File: src/verilog/sec_pkg.sv
// shared constants and types for the soft error checker
package sec_pkg;

  // ----------------------------------------------------------------
  // widths
  // ----------------------------------------------------------------
  localparam int unsigned ROW_W   = 8;
  localparam int unsigned CRC_W   = 17;
  localparam int unsigned RUN_W   = 25;
  localparam int unsigned SYNC_W  = 16;

  // ----------------------------------------------------------------
  // timing counts, in sys_clk cycles, and the width of their counter
  // ----------------------------------------------------------------
  localparam int unsigned LAUNCH_CYCLES = 11;
  localparam int unsigned BLIND_CYCLES  = 14;
  localparam int unsigned CNT_W         = 4;

  // in-progress lengths for the smallest and largest arrays
  localparam int unsigned RUN_CYCLES_MIN = 4423344;
  localparam int unsigned RUN_CYCLES_MAX = 30613424;

  // row count of the smallest array (rows 0..45)
  localparam int unsigned ROWS_MIN = 46;

  // ----------------------------------------------------------------
  // stream constants
  // ----------------------------------------------------------------
  // serial crc generator polynomial, implicit top term
  localparam logic [CRC_W-1:0]  CRC_POLY  = 17'h1002D;
  localparam logic [CRC_W-1:0]  CRC_INIT  = 17'h00000;
  // start sequence marking the first analysed bit of the readback
  localparam logic [SYNC_W-1:0] SYNC_WORD = 16'hA5C3;

  // ----------------------------------------------------------------
  // sequencer states
  // ----------------------------------------------------------------
  typedef enum logic [4:0] {
    SEC_IDLE   = 5'h01,
    SEC_LAUNCH = 5'h02,
    SEC_SYNC   = 5'h04,
    SEC_RUN    = 5'h08,
    SEC_BLIND  = 5'h10
  } sec_state_t;

endpackage : sec_pkg

File: src/verilog/sec_crc17.sv
// serial 17-bit crc engine, one bit per enabled cycle
`timescale 1ns/1ns
`default_nettype none

module sec_crc17 (
  input  wire logic                     sys_clk,
  input  wire logic                     rstn,
  input  wire logic                     en,
  input  wire logic                     din,
  input  wire logic                     clr,
  output logic [sec_pkg::CRC_W-1:0]     crc,
  output logic [sec_pkg::CRC_W-1:0]     crc_next
);

  logic fb;

  // ----------------------------------------------------------------
  // next value including the current bit
  // ----------------------------------------------------------------
  always_comb begin
    fb       = crc[sec_pkg::CRC_W-1] ^ din;
    crc_next = {crc[sec_pkg::CRC_W-2:0], 1'b0} ^ (fb ? sec_pkg::CRC_POLY : '0);
  end

  // ----------------------------------------------------------------
  // register; clear wins so a new segment starts from the seed
  // ----------------------------------------------------------------
  always_ff @(posedge sys_clk or negedge rstn) begin
    if (!rstn) begin
      crc <= sec_pkg::CRC_INIT;
    end else if (clr) begin
      crc <= sec_pkg::CRC_INIT;
    end else if (en) begin
      crc <= crc_next;
    end
  end

endmodule : sec_crc17

`default_nettype wire

File: config.mk
export PLATFORM = sky130hd
export DESIGN_NAME = sec_crc17
export DESIGN_NICKNAME = d
export VERILOG_FILES = /design/src/verilog/sec_pkg.sv /design/src/verilog/sec_crc17.sv
export SDC_FILE = /design/constraint.sdc
export NUM_CORES = 1
export LEC_CHECK = 0
export CAP_MARGIN = 40
export CELL_PAD_IN_SITES_DETAIL_PLACEMENT = 1
export CELL_PAD_IN_SITES_GLOBAL_PLACEMENT = 2
export CORE_MARGIN = 2
export CORE_UTILIZATION = 39
export DETAILED_ROUTE_END_ITERATION = 10
export DONT_BUFFER_PORTS = 1
export GPL_TIMING_DRIVEN = 0
export MAX_ROUTING_LAYER = met4
export PLACE_DENSITY_LB_ADDON = 0.1
export SYNTH_ARGS = -nofsm -noshare
export SYNTH_HDL_FRONTEND = slang
export SYNTH_SLANG_ARGS = --single-unit
File: constraint.sdc
create_clock -name sys_clk -period 2.3 [get_ports sys_clk]
set_input_delay 0.115 -clock sys_clk [delete_from_list [all_inputs] [get_ports sys_clk]]
set_output_delay 0.115 -clock sys_clk [all_outputs]
set_load 0.02 [all_outputs]
==> impl_metrics.tcl <==
set metrics [dict create \
    clk_latency_ps 290 \
    r2r-start "crc[16]" \
    ant_nets 0 \
    drc 0 \
    synthToLayoutAreaGrowth_pct 8.36 \
    maxSlewHeadroom_pct 48.2 \
    synthTopCellsByArea "dfrtp_1 47%, mux2i_1 17%, buf_4 11%" \
    clock-sinks 17 \
    syn-cell-area_um2 898 \
    reg2reg_depth 4 \
    hold_path.class "input port to register" \
    yosys_warnings 0 \
    holdPathStages 2 \
    ys_types 15 \
    row_count 17 \
    grtUsageTotal_pct 14.2 \
    worst_pin_slew_ps 774 \
    antenna_found_initial 0 \
    cp-start-kind "register" \
    post_cts.repair.setup_buffers 0 \
    wire_per_inst_um 14.7 \
    cts_tree "done" \
    final_area_um2 973 \
    worstSetupStartpoint "crc[16]" \
    synth_nets 83 \
    cell_internal_pwr_w 0.000427 \
    yosys.area.top_type "dfrtp_1" \
    syn_inst 78 \
    die_height_um 52.0 \
    grt_pass1_wl_um 2600 \
    cp.required_ps 2180 \
    final_util_pct 44.4 \
    coreArea_mm2 0.00219 \
    fin_tns_setup_ps 0 \
    grt_max_degree 18 \
    finalHoldViolCount 0 \
    finalCritPeriodShare_pct 72.9 \
    p_sw_share_pct 31.2 \
    routabilityCongestion 0.723 \
    htreeDepth 1 \
    ios 39 \
    io_buffers 0 \
    postPlaceCellArea_um2 933 \
    cp_max_fo 6 \
    largest-register "crc" \
    finalClockSkew_ps 6.12 \
    fp.dieW_um 52.0 \
    peakVddDrop_v 0.000445 \
    drt_wl_total_um 1630 \
    yosys-top-cells-count "17 x dfrtp_1, 17 x nor2_1, 15 x mux2i_1, 13 x buf_4, 3 x xor3_2" \
    dpl.cell_count 106 \
    cp-end-kind "output port" \
    crit_type "register to output port" \
    dieArea_mm2 0.00270 \
    grt_pass1_vias 546 \
    syn_avg_cell_area_um2 11.5 \
    p_leak_nw 0.510 \
    dominantRegCellSynth "dfrtp_1" \
    drtPass1Iterations 3 \
    pwr-share-seq_pct 54.1 \
    synthArstFlopShare_pct 100 \
    power_density_mw_per_mm2 637 \
    max_freq_mhz 597 \
    fin_cells 111 \
    cts_buffers 3 \
    drt_first_iter_violations 2 \
    drive_gt1_share_pct 28.9 \
    grt_overflow 0 \
    dp_hpwl_um 1150 \
    largest_reg_flops 17 \
    hp-start "din" \
    setup_violations 0 \
    period_needed_ps 1680 \
    seq_area_frac_synth_pct 47.4 \
    vias 544 \
    drv_slew 0 \
    synth-edff-count 0 \
    arrival_ps 1560 \
    top_regs "crc (17)" \
    hold_buffers 1 \
    clk_path_buf_depth 2 \
    ys_seq_elements 17 \
    synth_top_area_share_pct 47.4 \
    num_antenna_cells 0 \
    power.switching_w 0.000193 \
    clk_pin_slew_ps 100 \
    status "completed" \
    combPwrFrac_pct 19.2 \
    vias_per_cell 4.90 \
    nNetsFinal 89 \
    cts_resized 0 \
    rsz0062_at_grt "no" \
    cap_violations 0 \
    cts_root_buf "clkbuf_4" \
    start_util_pct 41.0 \
    pwr-share-clk_pct 26.7 \
]
-- logic make-up after synthesis --
group,share of synthesized area [%]
xor gates and xnor gates,11.3
muxes,16.7
buffers and inverters,14.5
and+or+nand+nor,7.80
DFF,47.4
AOI/OAI and AO/OA,2.37
-- per-layer routing --
layer | track usage, % | part of all wire [%] | vias to the layer above
li1 | - | - | 250
met1 | 16.5 | 43 | 268
met2 | 21.3 | 47 | 24
met3 | 6.61 | 8.4 | 2
met4 | 5.26 | 1.0 | 0
met5 | - | 0 | -
-- area by class of cell --
type,count,area [um2]
fill,249,1220
sequential,17,425
multi-input combinational,42,343
buffer,18,126
tap,28,35.0
clock buffer,3,22.5
timing repair buffer,1,10.0
clock inverter,1,7.51
inverter,1,3.75
-- stage by stage --
step	setup slack [ps]	power (W)	hold slack, ps
after floorplan	898	0.000442	-181
after global placement	829	0.000455	-180
after detailed placement	831	0.000456	-180
after CTS	599	0.000631	103
after global routing	503	0.000657	107
final	624	0.000620	104
-- path summary, 6_finish.rpt --
| kind | endpoint | slack (ps) |
|---|---|---|
| setup reg to reg | crc[5] | 830 |
| setup / recovery | crc_next[16] | 620 |
| hold reg to reg | crc[2] | 710 |
| min in group asynchronous | crc[9] | 330 |
| hold / removal | crc[0] | 100 |
| max in group asynchronous | crc[0] | 1490 |
-- cell usage in the layout, fill, tap and decap left out --
master / count
nor2_1: 17
dfrtp_1: 17
mux2i_1: 15
buf_4: 13
xor3_2: 3
clkbuf_4: 3
buf_2: 2
xnor2_1: 2
clkbuf_1: 2
inv_1: 1
buf_6: 1
a211oi_1: 1
xor2_1: 1
nand2b_1: 1
a21oi_1: 1
a31o_2: 1
clkinvlp_4: 1
dlygate4sd3_1: 1
-- critical path, cell delays in order (launching register included) --
cell     delay, ps
dfrtp_1        460
buf_2          210
xnor2_1        180
xnor2_1        420
-- power by group through the flow --
| stage | logic, W | clock network [W] | registers, W |
|---|---|---|---|
| detailed placement | 0.000114 | 0 | 0.000342 |
| global placement | 0.000113 | 0 | 0.000342 |
| floorplan | 0.000103 | 0 | 0.000339 |
| finish | 0.000119 | 0.000165 | 0.000335 |
| global route | 0.000129 | 0.000190 | 0.000338 |
| CTS | 0.000121 | 0.000174 | 0.000336 |
Power figures use the tool's default switching activity.
